[config.mk]
export PLATFORM = sky130hd
export DESIGN_NAME = cald_datapath
export DESIGN_NICKNAME = d
export VERILOG_FILES = /design/src/cald_pkg.sv /design/src/cald_datapath.sv /design/src/cald_io_bit.sv
export VERILOG_INCLUDE_DIRS = /design/src
export SDC_FILE = /design/constraint.sdc
export NUM_CORES = 1
export LEC_CHECK = 0
export BUFFER_PORTS_ARGS = -buffer_cell sky130_fd_sc_hd__buf_4
export CORE_MARGIN = 2
export CORE_UTILIZATION = 25
export DETAILED_ROUTE_END_ITERATION = 8
export PLACE_DENSITY = 0.48
export SKIP_LAST_GASP = 1
export SLEW_MARGIN = 15
export SYNTH_ARGS = -nofsm -noshare
export SYNTH_HDL_FRONTEND = slang
export SYNTH_SLANG_ARGS = --single-unit
[constraint.sdc]
create_clock -name core_clk -period 9.31 [get_ports core_clk]
set_clock_uncertainty 0.05 [all_clocks]
set_input_delay 0.931 -clock core_clk [delete_from_list [all_inputs] [get_ports core_clk]]
set_output_delay 0.931 -clock core_clk [all_outputs]
set_load 0.02 [all_outputs]
[src/cald_map.svh]
// Purpose: constants of the arithmetic and logic datapath
// Assumes: included by bare name from the datapath files, not from the package
// Notes:   status byte layout, reset values, reach of the io bit ops, clock counts
`ifndef CALD_MAP_SVH
`define CALD_MAP_SVH

// status byte bit positions
`define CALD_FLAG_C        3
`define CALD_FLAG_Z        1
`define CALD_FLAG_N        2
`define CALD_FLAG_V        0
`define CALD_FLAG_S        4
`define CALD_FLAG_H        5
`define CALD_FLAG_T        6
`define CALD_FLAG_I        7

// reset values
`define CALD_FLAGS_RST     8'h00
`define CALD_REG_RST       8'h00

// register file shape
`define CALD_REG_COUNT     32
`define CALD_REG_AW        5

// io bit ops reach only this address window
`define CALD_IO_BIT_LOW    6'h00
`define CALD_IO_BIT_TOP    6'h1F

// execution clocks
`define CALD_BYTE_CLOCKS   1
`define CALD_WORD_CLOCKS   2
`define CALD_IO_CLOCKS     2

`endif

[src/cald_pkg.sv]
// Purpose: types shared by the datapath files
// Assumes: cald_map.svh holds the numeric constants
// Notes:   operation codes and sequencer states
`default_nettype none

package cald_pkg;

   typedef enum logic [3:0] {
      OP_ADD                            = 4'h0,
      OP_ADD_WITH_CARRY                 = 4'h1,
      OP_SUBTRACT                       = 4'h2,
      OP_SUBTRACT_IMMEDIATE             = 4'h3,
      OP_SUBTRACT_WITH_BORROW           = 4'h4,
      OP_SUBTRACT_IMMEDIATE_WITH_BORROW = 4'h5,
      OP_AND_IMMEDIATE                  = 4'h6,
      OP_SET_BITS_IMMEDIATE             = 4'h7,
      OP_CLEAR_BITS_IMMEDIATE           = 4'h8,
      OP_WORD_ADD_IMMEDIATE             = 4'h9,
      OP_WORD_SUBTRACT_IMMEDIATE        = 4'hA,
      OP_IO_BIT_SET                     = 4'hB,
      OP_IO_BIT_CLEAR                   = 4'hC
   } cald_op_t;

   typedef enum logic [1:0] {
      ST_IDLE    = 2'b00,
      ST_WORD_HI = 2'b01,
      ST_IO_RMW  = 2'b10
   } cald_state_t;

endpackage : cald_pkg

`default_nettype wire

[src/cald_datapath.sv]
// Purpose: arithmetic and logic datapath with register file and status byte
// Assumes: decode logic on core_clk drives the op port; io space on same clock
// Notes:   byte ops finish at the accepting edge, word and io ops one edge later
`include "cald_map.svh"
`default_nettype none

// Summary of operation
// - add two registers plus carry, one clock
// - word add immediate on pair, two clocks
// - word subtract immediate on pair, two clocks
// - subtract constant from register, one clock
// - register minus register minus carry, one clock
// - register minus constant minus carry, one clock
// - and with constant, flags z n v
// - or constant mask, flags z n v
// - and with inverted mask, flags z n v
// - some io flags clear on written one
// - io bit ops rewrite whole io register
// - io bit ops reach addresses 00 to 1F
module cald_datapath (
   input  wire logic                    core_clk,
   input  wire logic                    arst_n,
   // operation request from decode
   input  wire logic                    opValid,
   output logic                         opReady,
   input  wire cald_pkg::cald_op_t      opCode,
   input  wire logic [`CALD_REG_AW-1:0] dstSel,
   input  wire logic [`CALD_REG_AW-1:0] srcSel,
   input  wire logic [7:0]              immValue,
   input  wire logic [5:0]              ioAddr,
   input  wire logic [2:0]              ioBitIndex,
   output logic                         opDone,
   output logic                         opReject,
   // register file load and peek port
   input  wire logic                    regLoadEn,
   input  wire logic [`CALD_REG_AW-1:0] regLoadAddr,
   input  wire logic [7:0]              regLoadData,
   input  wire logic [`CALD_REG_AW-1:0] regPeekAddr,
   output logic [7:0]                   regPeekData,
   // status byte
   output logic [7:0]                   statusFlags,
   // io space
   output logic [5:0]                   ioRdAddr,
   input  wire logic [7:0]              ioRdData,
   output logic                         ioWrEn,
   output logic [5:0]                   ioWrAddr,
   output logic [7:0]                   ioWrData
);

   function automatic logic isWordOp(input cald_pkg::cald_op_t op);
      return (op == cald_pkg::OP_WORD_ADD_IMMEDIATE) ||
             (op == cald_pkg::OP_WORD_SUBTRACT_IMMEDIATE);
   endfunction : isWordOp

   function automatic logic isIoOp(input cald_pkg::cald_op_t op);
      return (op == cald_pkg::OP_IO_BIT_SET) || (op == cald_pkg::OP_IO_BIT_CLEAR);
   endfunction : isIoOp

   cald_pkg::cald_state_t state_q;
   cald_pkg::cald_state_t state_d;

   logic [7:0]              regs_q [`CALD_REG_COUNT];
   logic [7:0]              flags_q;
   logic [7:0]              flags_d;
   logic                    opDone_q;
   logic                    opReject_q;
   logic                    accept;

   // word op holding state
   logic [`CALD_REG_AW-1:0] pairLo_q;
   logic [7:0]              wordK_q;
   logic                    wordSub_q;
   logic [7:0]              lowRes_q;
   logic                    lowCarry_q;

   // io op holding state
   logic [5:0]              ioAddr_q;
   logic [2:0]              ioBit_q;
   logic                    ioSet_q;
   logic                    ioWrEn_q;
   logic [5:0]              ioWrAddr_q;
   logic [7:0]              ioWrData_q;
   logic                    ioInRange;
   logic [7:0]              ioRmwData;
   logic                    ioReqInRange;
   logic [7:0]              ioReqUnused;

   // byte arithmetic
   logic [7:0]              opA;
   logic [7:0]              opB;
   logic                    cin;
   logic                    isSub;
   logic                    isLogic;
   logic [8:0]              wide;
   logic [4:0]              nib;
   logic [7:0]              res;
   logic                    byteWr;

   // word arithmetic
   logic [`CALD_REG_AW-1:0] pairHi;
   logic [7:0]              hiA;
   logic [8:0]              hiWide;
   logic [15:0]             wordRes;

   assign accept  = opValid && (state_q == cald_pkg::ST_IDLE);
   assign opReady = (state_q == cald_pkg::ST_IDLE);

   // operand and operation selection
   always_comb begin
      opA     = regs_q[dstSel];
      opB     = immValue;
      cin     = 1'b0;
      isSub   = 1'b0;
      isLogic = 1'b0;
      res     = 8'h00;
      case (opCode)
         cald_pkg::OP_ADD: begin
            opB = regs_q[srcSel];
         end
         cald_pkg::OP_ADD_WITH_CARRY: begin
            opB = regs_q[srcSel];
            cin = flags_q[`CALD_FLAG_C];
         end
         cald_pkg::OP_SUBTRACT: begin
            opB   = regs_q[srcSel];
            isSub = 1'b1;
         end
         cald_pkg::OP_SUBTRACT_IMMEDIATE: begin
            isSub = 1'b1;
         end
         cald_pkg::OP_SUBTRACT_WITH_BORROW: begin
            opB   = regs_q[srcSel];
            isSub = 1'b1;
            cin   = flags_q[`CALD_FLAG_C];
         end
         cald_pkg::OP_SUBTRACT_IMMEDIATE_WITH_BORROW: begin
            isSub = 1'b1;
            cin   = flags_q[`CALD_FLAG_C];
         end
         cald_pkg::OP_AND_IMMEDIATE: begin
            isLogic = 1'b1;
            res     = opA & immValue;
         end
         cald_pkg::OP_SET_BITS_IMMEDIATE: begin
            isLogic = 1'b1;
            res     = opA | immValue;
         end
         cald_pkg::OP_CLEAR_BITS_IMMEDIATE: begin
            isLogic = 1'b1;
            res     = opA & (8'hFF - immValue);
         end
         default: begin
         end
      endcase
      if (isSub) begin
         wide = {1'b0, opA} - {1'b0, opB} - {8'h00, cin};
         nib  = {1'b0, opA[3:0]} - {1'b0, opB[3:0]} - {4'h0, cin};
      end else begin
         wide = {1'b0, opA} + {1'b0, opB} + {8'h00, cin};
         nib  = {1'b0, opA[3:0]} + {1'b0, opB[3:0]} + {4'h0, cin};
      end
      if (!isLogic) begin
         res = wide[7:0];
      end
   end

   // codes above the last byte op make no byte write
   assign byteWr = accept && (opCode <= cald_pkg::OP_CLEAR_BITS_IMMEDIATE);

   // high byte of the word op uses the carry of the low byte
   assign pairHi  = pairLo_q + 5'h01;
   assign hiA     = regs_q[pairHi];
   assign hiWide  = wordSub_q ? ({1'b0, hiA} - {8'h00, lowCarry_q})
                              : ({1'b0, hiA} + {8'h00, lowCarry_q});
   assign wordRes = {hiWide[7:0], lowRes_q};

   // flag update; untouched flags keep their value
   always_comb begin
      flags_d = flags_q;
      if (byteWr) begin
         flags_d[`CALD_FLAG_Z] = (res == 8'h00);
         flags_d[`CALD_FLAG_N] = res[7];
         if (isLogic) begin
            flags_d[`CALD_FLAG_V] = 1'b0;
         end else begin
            flags_d[`CALD_FLAG_C] = wide[8];
            flags_d[`CALD_FLAG_H] = nib[4];
            if (isSub) begin
               flags_d[`CALD_FLAG_V] = (opA[7] != opB[7]) && (res[7] != opA[7]);
            end else begin
               flags_d[`CALD_FLAG_V] = (opA[7] == opB[7]) && (res[7] != opA[7]);
            end
         end
      end else if (state_q == cald_pkg::ST_WORD_HI) begin
         flags_d[`CALD_FLAG_Z] = (wordRes == 16'h0000);
         flags_d[`CALD_FLAG_N] = wordRes[15];
         if (wordSub_q) begin
            flags_d[`CALD_FLAG_V] = hiA[7] & ~wordRes[15];
            flags_d[`CALD_FLAG_C] = wordRes[15] & ~hiA[7];
         end else begin
            flags_d[`CALD_FLAG_V] = ~hiA[7] & wordRes[15];
            flags_d[`CALD_FLAG_C] = ~wordRes[15] & hiA[7];
         end
         flags_d[`CALD_FLAG_S] = flags_d[`CALD_FLAG_N] ^ flags_d[`CALD_FLAG_V];
      end
   end

   // sequencer
   always_comb begin
      state_d = state_q;
      case (state_q)
         cald_pkg::ST_IDLE: begin
            if (accept && isWordOp(opCode)) begin
               state_d = cald_pkg::ST_WORD_HI;
            end else if (accept && isIoOp(opCode) && ioReqInRange) begin
               state_d = cald_pkg::ST_IO_RMW;
            end
         end
         cald_pkg::ST_WORD_HI: begin
            state_d = cald_pkg::ST_IDLE;
         end
         cald_pkg::ST_IO_RMW: begin
            state_d = cald_pkg::ST_IDLE;
         end
         default: begin
            state_d = cald_pkg::ST_IDLE;
         end
      endcase
   end

   always_ff @(posedge core_clk or negedge arst_n) begin
      if (!arst_n) begin
         state_q <= cald_pkg::ST_IDLE;
      end else begin
         state_q <= state_d;
      end
   end

   always_ff @(posedge core_clk or negedge arst_n) begin
      if (!arst_n) begin
         flags_q <= `CALD_FLAGS_RST;
      end else begin
         flags_q <= flags_d;
      end
   end

   // register file; datapath write wins over a load to the same entry
   always_ff @(posedge core_clk or negedge arst_n) begin
      if (!arst_n) begin
         for (int i = 0; i < `CALD_REG_COUNT; i++) begin
            regs_q[i] <= `CALD_REG_RST;
         end
      end else begin
         if (regLoadEn) begin
            regs_q[regLoadAddr] <= regLoadData;
         end
         if (byteWr) begin
            regs_q[dstSel] <= res;
         end
         if (state_q == cald_pkg::ST_WORD_HI) begin
            regs_q[pairLo_q] <= wordRes[7:0];
            regs_q[pairHi]   <= wordRes[15:8];
         end
      end
   end

   // low byte of the word op, held until the final clock
   always_ff @(posedge core_clk or negedge arst_n) begin
      if (!arst_n) begin
         pairLo_q   <= '0;
         wordK_q    <= 8'h00;
         wordSub_q  <= 1'b0;
         lowRes_q   <= 8'h00;
         lowCarry_q <= 1'b0;
      end else if (accept && isWordOp(opCode)) begin
         pairLo_q  <= {dstSel[`CALD_REG_AW-1:1], 1'b0};
         wordK_q   <= {2'b00, immValue[5:0]};
         wordSub_q <= (opCode == cald_pkg::OP_WORD_SUBTRACT_IMMEDIATE);
         if (opCode == cald_pkg::OP_WORD_SUBTRACT_IMMEDIATE) begin
            {lowCarry_q, lowRes_q} <= {1'b0, regs_q[{dstSel[`CALD_REG_AW-1:1], 1'b0}]}
                                      - {3'b000, immValue[5:0]};
         end else begin
            {lowCarry_q, lowRes_q} <= {1'b0, regs_q[{dstSel[`CALD_REG_AW-1:1], 1'b0}]}
                                      + {3'b000, immValue[5:0]};
         end
      end
   end

   // io bit set and clear; range checked when taken
   cald_io_bit uReqCheck (
      .ioAddr      (ioAddr),
      .bitIndex    (ioBitIndex),
      .setNotClear (1'b1),
      .rdData      (8'h00),
      .inRange     (ioReqInRange),
      .wrData      (ioReqUnused)
   );

   cald_io_bit uRmw (
      .ioAddr      (ioAddr_q),
      .bitIndex    (ioBit_q),
      .setNotClear (ioSet_q),
      .rdData      (ioRdData),
      .inRange     (ioInRange),
      .wrData      (ioRmwData)
   );

   always_ff @(posedge core_clk or negedge arst_n) begin
      if (!arst_n) begin
         ioAddr_q <= 6'h00;
         ioBit_q  <= 3'h0;
         ioSet_q  <= 1'b0;
      end else if (accept && isIoOp(opCode)) begin
         ioAddr_q <= ioAddr;
         ioBit_q  <= ioBitIndex;
         ioSet_q  <= (opCode == cald_pkg::OP_IO_BIT_SET);
      end
   end

   always_ff @(posedge core_clk or negedge arst_n) begin
      if (!arst_n) begin
         ioWrEn_q   <= 1'b0;
         ioWrAddr_q <= 6'h00;
         ioWrData_q <= 8'h00;
      end else begin
         ioWrEn_q <= (state_q == cald_pkg::ST_IO_RMW) && ioInRange;
         if (state_q == cald_pkg::ST_IO_RMW) begin
            ioWrAddr_q <= ioAddr_q;
            ioWrData_q <= ioRmwData;
         end
      end
   end

   // completion and refusal pulses
   always_ff @(posedge core_clk or negedge arst_n) begin
      if (!arst_n) begin
         opDone_q   <= 1'b0;
         opReject_q <= 1'b0;
      end else begin
         opDone_q   <= byteWr || (state_q != cald_pkg::ST_IDLE);
         opReject_q <= accept && isIoOp(opCode) && !ioReqInRange;
      end
   end

   assign opDone      = opDone_q;
   assign opReject    = opReject_q;
   assign statusFlags = flags_q;
   assign regPeekData = regs_q[regPeekAddr];
   assign ioRdAddr    = ioAddr_q;
   assign ioWrEn      = ioWrEn_q;
   assign ioWrAddr    = ioWrAddr_q;
   assign ioWrData    = ioWrData_q;

endmodule : cald_datapath

`default_nettype wire

[src/cald_io_bit.sv]
// Purpose: read-modify-write byte for the io bit set and clear operations
// Assumes: rdData is the whole current io register, same clock domain
// Notes:   purely combinational; the caller registers the write
`include "cald_map.svh"
`default_nettype none

module cald_io_bit (
   input  wire logic [5:0] ioAddr,
   input  wire logic [2:0] bitIndex,
   input  wire logic       setNotClear,
   input  wire logic [7:0] rdData,
   output logic            inRange,
   output logic [7:0]      wrData
);

   logic [7:0] mask;

   always_comb begin
      mask = 8'h01 << bitIndex;
      inRange = (ioAddr >= `CALD_IO_BIT_LOW) && (ioAddr <= `CALD_IO_BIT_TOP);
      // every other bit is rewritten as read, so a set write-one-to-clear
      // flag goes back as one and is cleared by the peripheral
      if (setNotClear) begin
         wrData = rdData | mask;
      end else begin
         wrData = rdData & ~mask;
      end
   end

endmodule : cald_io_bit

`default_nettype wire

==> results of run 1 <==
[layout by cell type, fill, tap and decap left out, drive strengths merged, types with 6 or more instances in the layout]
cell type,instances
clkbuf,57
a211oi,12
mux2,88
ha,38
nand2b,10
bufinv,7
nor2,122
o211ai,67
mux4,206
fa,7
xor2,6
nand2,481
xnor2,20
nor2b,15
nor3,16
o21ai,364
and3,6
nor3b,9
dfrtp,305
nand4bb,6
a31oi,34
or2,9
buf,155
inv,50
clkinv,7
nand3,145
a21o,7
mux2i,324
a21oi,96
nor4,16
o22ai,73
a31o,11
[critical path, stage by stage]
cell      delay, ns
buf_4          0.52
buf_12         0.34
mux4_2         0.56
mux4_2         0.53
mux2i_1        0.45
a21oi_1        0.18
ha_1           0.32
inv_1          0.14
ha_1           0.36
inv_1          0.09
o21bai_1       0.07
a21oi_1        0.25
nand2_1        0.08
mux2_2         0.30
o211ai_4       0.78
buf_4          0.46
nor2_1         0.08
a31o_1         0.24
[final cells by class]
| class | count | area (µm²) |
|---|---|---|
| Sequential cell | 305 | 7635 |
| Multi-Input combinational cell | 2277 | 18100 |
| Antenna cell | 1 | 2.502 |
| Inverter | 51 | 191.4 |
| Tap cell | 1403 | 1755 |
| Timing Repair Buffer | 155 | 1212 |
| Clock buffer | 57 | 1207 |
| Fill cell | 11305 | 76700 |
| Clock inverter | 13 | 251.5 |
[flip-flops by register name, indices dropped and copies added, names as in the netlist, 2 cells and up]
| name | flops |
|---|---|
| ioBit_q | 3 |
| ioRdAddr | 6 |
| ioWrAddr | 6 |
| ioWrData | 8 |
| lowRes_q | 8 |
| pairLo_q | 4 |
| regs_q | 256 |
| state_q | 2 |
| statusFlags | 6 |
[path summary, 6_finish.rpt]
check | from | end | slack [ns] | cells after the start
worst min register to register | ioWrData[6]$_DFFE_PN0P_ | ioWrData[6]$_DFFE_PN0P_ | 0.43 | 2
worst max-delay path | srcSel[0] | statusFlags[1]$_DFFE_PN0P_ | 2.91 | 18
max in group asynchronous | arst_n | regs_q[177]$_DFF_PN0_ | 6.82 | 3
worst max register to register | regs_q[107]$_DFF_PN0_ | statusFlags[1]$_DFFE_PN0P_ | 3.73 | 16
worst min-delay path | arst_n | ioRdAddr[3]$_DFFE_PN0P_ | 0.34 | 1
min in group core_clk | ioWrData[6]$_DFFE_PN0P_ | ioWrData[6]$_DFFE_PN0P_ | 0.43 | 2
[cells by family (layout without fill, tap and decap cells)]
| kind of cell | Yosys count | after routing | synth area share (%) |
|---|---|---|---|
| XOR/XNOR | 27 | 27 | 0.9284 |
| AND/OR/NAND/NOR | 872 | 872 | 14.66 |
| multiplexers | 618 | 618 | 32.92 |
| buffers and inverters | 330 | 276 | 5.273 |
| flip-flops | 305 | 305 | 28.32 |
| other | 1 | 3 | 0.01391 |
| adder cells (fa/ha/maj) | 47 | 47 | 2.367 |
| AO/OA/AOI/OAI | 711 | 711 | 15.52 |
[synthesized netlist by cell type, types with 16 or more instances]
master	n	area [µm²]
mux2_1	16	180.2
nand3_1	144	720.7
mux4_2	206	4639
mux2_2	72	810.8
nand2_1	480	1802
buf_2	52	260.3
mux2i_1	324	3243
o22ai_1	73	456.7
clkbuf_1	167	626.9
nor2_1	120	450.4
inv_1	50	187.7
o211ai_1	66	495.5
ha_1	38	475.5
xnor2_1	20	175.2
o21ai_1	133	665.6
o21ai_0	230	1151
a21oi_1	95	475.5
a31oi_1	34	212.7
buf_1	41	153.9
dfrtp_1	305	7632
[routing by layer]
layer / GRT usage, % / wire length, µm / vias up / part of all wire, %
met5: 0 / 0 / - / 0
met4: 10.59 / 7509 / 0 / 5.4
met3: 6.098 / 16010 / 306 / 12
met2: 35.49 / 57570 / 1742 / 42
met1: 33.92 / 57190 / 12807 / 41
li1: - / - / 10658 / -
[report_power, final]
| group | leakage (nW) | total, W | switching (W) | internal, W |
|---|---|---|---|---|
| sequential | 3.47 | 0.00300 | 0.00108 | 0.00191 |
| clock | 0.721 | 0.00177 | 0.000677 | 0.00109 |
| combinational | 7.71 | 0.00638 | 0.00413 | 0.00224 |
[metrics by stage]
step	hold WS [ns]	cells	setup slack (ns)	cell area (µm²)	power (W)
6_report	0.3410	4262	2.905	30350	0.01114
5_1_grt	0.3838	4261	2.772	30350	0.01144
4_1_cts	0.3668	4261	3.031	30340	0.01089
3_5_place_dp	0.4244	4191	2.454	28880	0.009083
3_3_place_gp	0.4151	4191	2.463	28880	0.009072
2_1_floorplan	0.4737	2912	3.622	26960	0.005998
==> impl_metrics.tcl, run 1 <==
set metrics [dict create \
    grt_max_degree 116 \
    synthArstFlopShare_pct 100.0 \
    clockBufferDepth 3 \
    grt_pass1_wl_um 192900 \
    drive_gt1_share_pct 19.91 \
    crit_fanout 33 \
    required_ns 9.72 \
    synthFlopType "dfrtp_1" \
    initialDrtViolationCount 3511 \
    endpoint_kind "flip-flop" \
    cts_resized 0 \
    seq_area_frac_synth_pct 28.32 \
    syn_to_final_growth_pct 12.61 \
    synth_seq_cells 305 \
    path_class "in2reg" \
    fin_util_pct 28.35 \
    postCtsSetupRepairBufs 0 \
    synth_cell_types 91 \
    grt_pass1_vias 23458 \
    worst_slew_pin_slew_ns 1.259 \
    rsz0062_at_grt "false" \
    io_buffers 98 \
    wl_per_cell_um 32.44 \
    die_h_um 332.4 \
    slew_headroom_pct 15.77 \
    grt_antenna_before_repair 1 \
    clkTransAtPathRegs_ns 0.06 \
    setup_tns_ns 0 \
    power.leakage_nw 11.90 \
    drv_cap 0 \
    ant_nets 0 \
    finalWirelength_um 138300 \
    tritoncts "yes" \
    outcome "finished, final reports clean" \
    firstDrtPassIters 6 \
    cts_num_sinks 305 \
    fin_nets 2937 \
    period_share_pct 68.80 \
    overflow 0 \
    setup_viol 0 \
    clk_latency_ns 0.59 \
    ios 101 \
    grtUsageTotal_pct 24.35 \
    fp.dieW_um 332.4 \
    start_kind "input port" \
    synth-edff-count 0 \
    crit_arrival_ns 6.81 \
    via_count 25513 \
    finalHoldViolCount 0 \
    yosysWarnings 0 \
    synth.avg_cell_area_um2 9.259 \
    fmax_ghz 0.1561 \
    rows 120 \
    cts_hold_buf 0 \
    routabilityCongestion 1.027 \
    vdd_drop_max_uv 496.0 \
    start_util_pct 25.18 \
    cts_buffers 41 \
    hp-class "in2async" \
    power_density_mw_per_mm2 367.1 \
    slew_violations 0 \
    cts.htree.levels 2 \
    place_hpwl_um 96760 \
    fin_crit_ns 6.405 \
    core_mm2 0.1071 \
    syn_area_mm2 0.02695 \
    drc 0 \
    vias_per_cell 5.986 \
    fp.dieArea_mm2 0.1105 \
    root_buffer "clkbuf_16" \
    netlist_instances 2911 \
]
Power figures use the tool's default switching activity.
==> run 2, diff against run 1 <==
clock period = 6.1 ns   (was 9.31 ns; I/O delays follow)
==> run 2 against run 1 <==
Compared with the run above:
- global-route usage up 0.96 points
- first-iteration DRC count up 1.5%
- sequential share of layout area down 0.29 points
- via count up 1.8%
- largest power group unchanged
==> impl_metrics.tcl, run 2 (same netlist as run 1, synthesis figures left out) <==
set metrics [dict create \
    required_ns 6.48 \
    clkTransAtPathRegs_ns 0.06 \
    slew_headroom_pct 10.73 \
    grtUsageTotal_pct 25.30 \
    crit_fanout 17 \
    via_count 25976 \
    ff_latch_area_mm2 0.007636 \
    cts_buffers 41 \
    routabilityCongestion 1.042 \
    wl_per_cell_um 33.25 \
    cts_hold_buf 1 \
    worst_slew_pin_slew_ns 1.332 \
    clk_latency_ns 0.59 \
    rsz0062_at_grt "false" \
    setup_viol 0 \
    multi_input_area_mm2 0.01808 \
    fin_nets 2987 \
    drv_cap 0 \
    io_buffers 98 \
    root_buffer "clkbuf_16" \
    finalHoldViolCount 0 \
    slew_violations 0 \
    vias_per_cell 6.023 \
    placedCellCount 4240 \
    hold_ws_ns 0.1412 \
    start_kind "flip-flop" \
    cts_num_sinks 305 \
    endpoint_kind "flip-flop" \
    top_register "regs_q" \
    cp_cell_sequence "mux4_2 > mux4_2 > mux2i_1 > a21oi_1 > fa_1 > fa_1 > nand2_1 > a21oi_1 > o21ai_0 > xnor2_1 > mux2i_1 > a221o_2 > buf_4 > o211ai_1 > o21ai_0" \
    outcome "finished, final reports clean" \
    firstDrtPassIters 6 \
    cts.htree.levels 2 \
    postCtsSetupRepairBufs 0 \
    slowest_stage "dfrtp_1" \
    core_mm2 0.1071 \
    clockBufferDepth 3 \
    crit_arrival_ns 5.68 \
    met2WireLength_um 61190 \
    grt_max_degree 141 \
    wl_met3_um 15970 \
    m1WireLength_um 58540 \
    finalWirelength_um 143400 \
    total_power_w 0.01746 \
    fin_crit_ns 5.302 \
    rows 120 \
    grt_antenna_before_repair 3 \
    start_util_pct 25.18 \
    power.leakage_nw 12.09 \
    ios 101 \
    filler_cell_count 11258 \
    syn_to_final_growth_pct 13.95 \
    layout_common_cells "nand2_1, mux2i_1, dfrtp_1" \
    final_common_cell "nand2_1" \
    power_density_mw_per_mm2 568.6 \
    die_h_um 332.4 \
    tritoncts "yes" \
    hp-class "in2reg" \
    cts_resized 0 \
    fp.dieW_um 332.4 \
    fp.dieArea_mm2 0.1105 \
    layout.cells.non_filler 4313 \
    top_layer "met5" \
    fmax_ghz 0.1886 \
    drc 0 \
    initialDrtViolationCount 3564 \
    cpPeakStageDelay_ns 0.55 \
    largest_reg_flops 256 \
    drive_gt1_share_pct 21.04 \
    grt_pass1_wl_um 199700 \
    place_hpwl_um 101700 \
    period_share_pct 86.93 \
    setup_tns_ns 0 \
    overflow 0 \
    path_class "reg2reg" \
    grt_pass1_vias 24310 \
    vdd_drop_max_uv 644.4 \
    ant_nets 0 \
]
run 2: cell count changes in the layout (fill, tap and decap cells not counted), sizes merged:
| cell | change |
|---|---|
| dlygate4sd3 | +1 |
| buf | +49 |
| clkinv | -2 |
| bufinv | -4 |
| clkbuf | +4 |
| clkinvlp | +3 |
run 2: power breakdown:
group,internal (W),switching (W)
logic,0.00371,0.00642
clock network,0.00146,0.00102
registers,0.00291,0.00193
run 2: through the flow:
stage               instance area (µm²)  worst slack (ns)  util, %
CTS                               30690            0.9818    28.67
detailed placement                29350            0.4233    27.41
global route                      30710            0.6365    28.69
global placement                  29340            0.4338    27.41
finish                            30710            0.7976    28.69
floorplan                         26960            0.7334        -
run 2: worst paths after layout:
check                                         from                 endpoint  slack, ns  depth (start not counted)
setup / recovery             regs_q[224]$_DFF_PN0_    regs_q[182]$_DFF_PN0_       0.80                         15
hold / removal                           ioAddr[5]   state_q[1]$_DFFE_PN0P_       0.14                          2
setup reg to reg             regs_q[224]$_DFF_PN0_    regs_q[182]$_DFF_PN0_       0.80                         15
hold reg to reg            ioWrData[3]$_DFFE_PN0P_  ioWrData[3]$_DFFE_PN0P_       0.43                          2
max in group asynchronous                   arst_n    regs_q[165]$_DFF_PN0_       4.25                          3
min in group asynchronous                   arst_n  ioWrAddr[4]$_DFFE_PN0P_       0.50                          2
run 2: final cells by class:
cell class	count	share of cell area, %
Multi-Input combinational cell	2277	58.87
Sequential cell	305	24.86
Tap cell	1403	5.716
Timing Repair Buffer	205	5.585
Clock buffer	61	3.850
Inverter	51	0.6233
Clock inverter	10	0.4807
Antenna cell	1	0.008148
run 2: worst max-delay path: cells and delay by family (launching register included):
kind / cells / cell delay [ns]
DFF: 1 / 0.55
AOI/OAI and AO/OA: 6 / 1.43
xor gates and xnor gates: 1 / 0.17
adders and majority gates: 2 / 0.95
buffers and inverters: 1 / 0.23
muxes: 4 / 1.64
and+or+nand+nor: 1 / 0.08
run 2: layer usage:
metal	global-route usage, %	vias to the layer above
li1	-	10765
met1	34.37	13191
met2	37.44	1712
met3	6.652	306
met4	11.57	2
met5	0	-
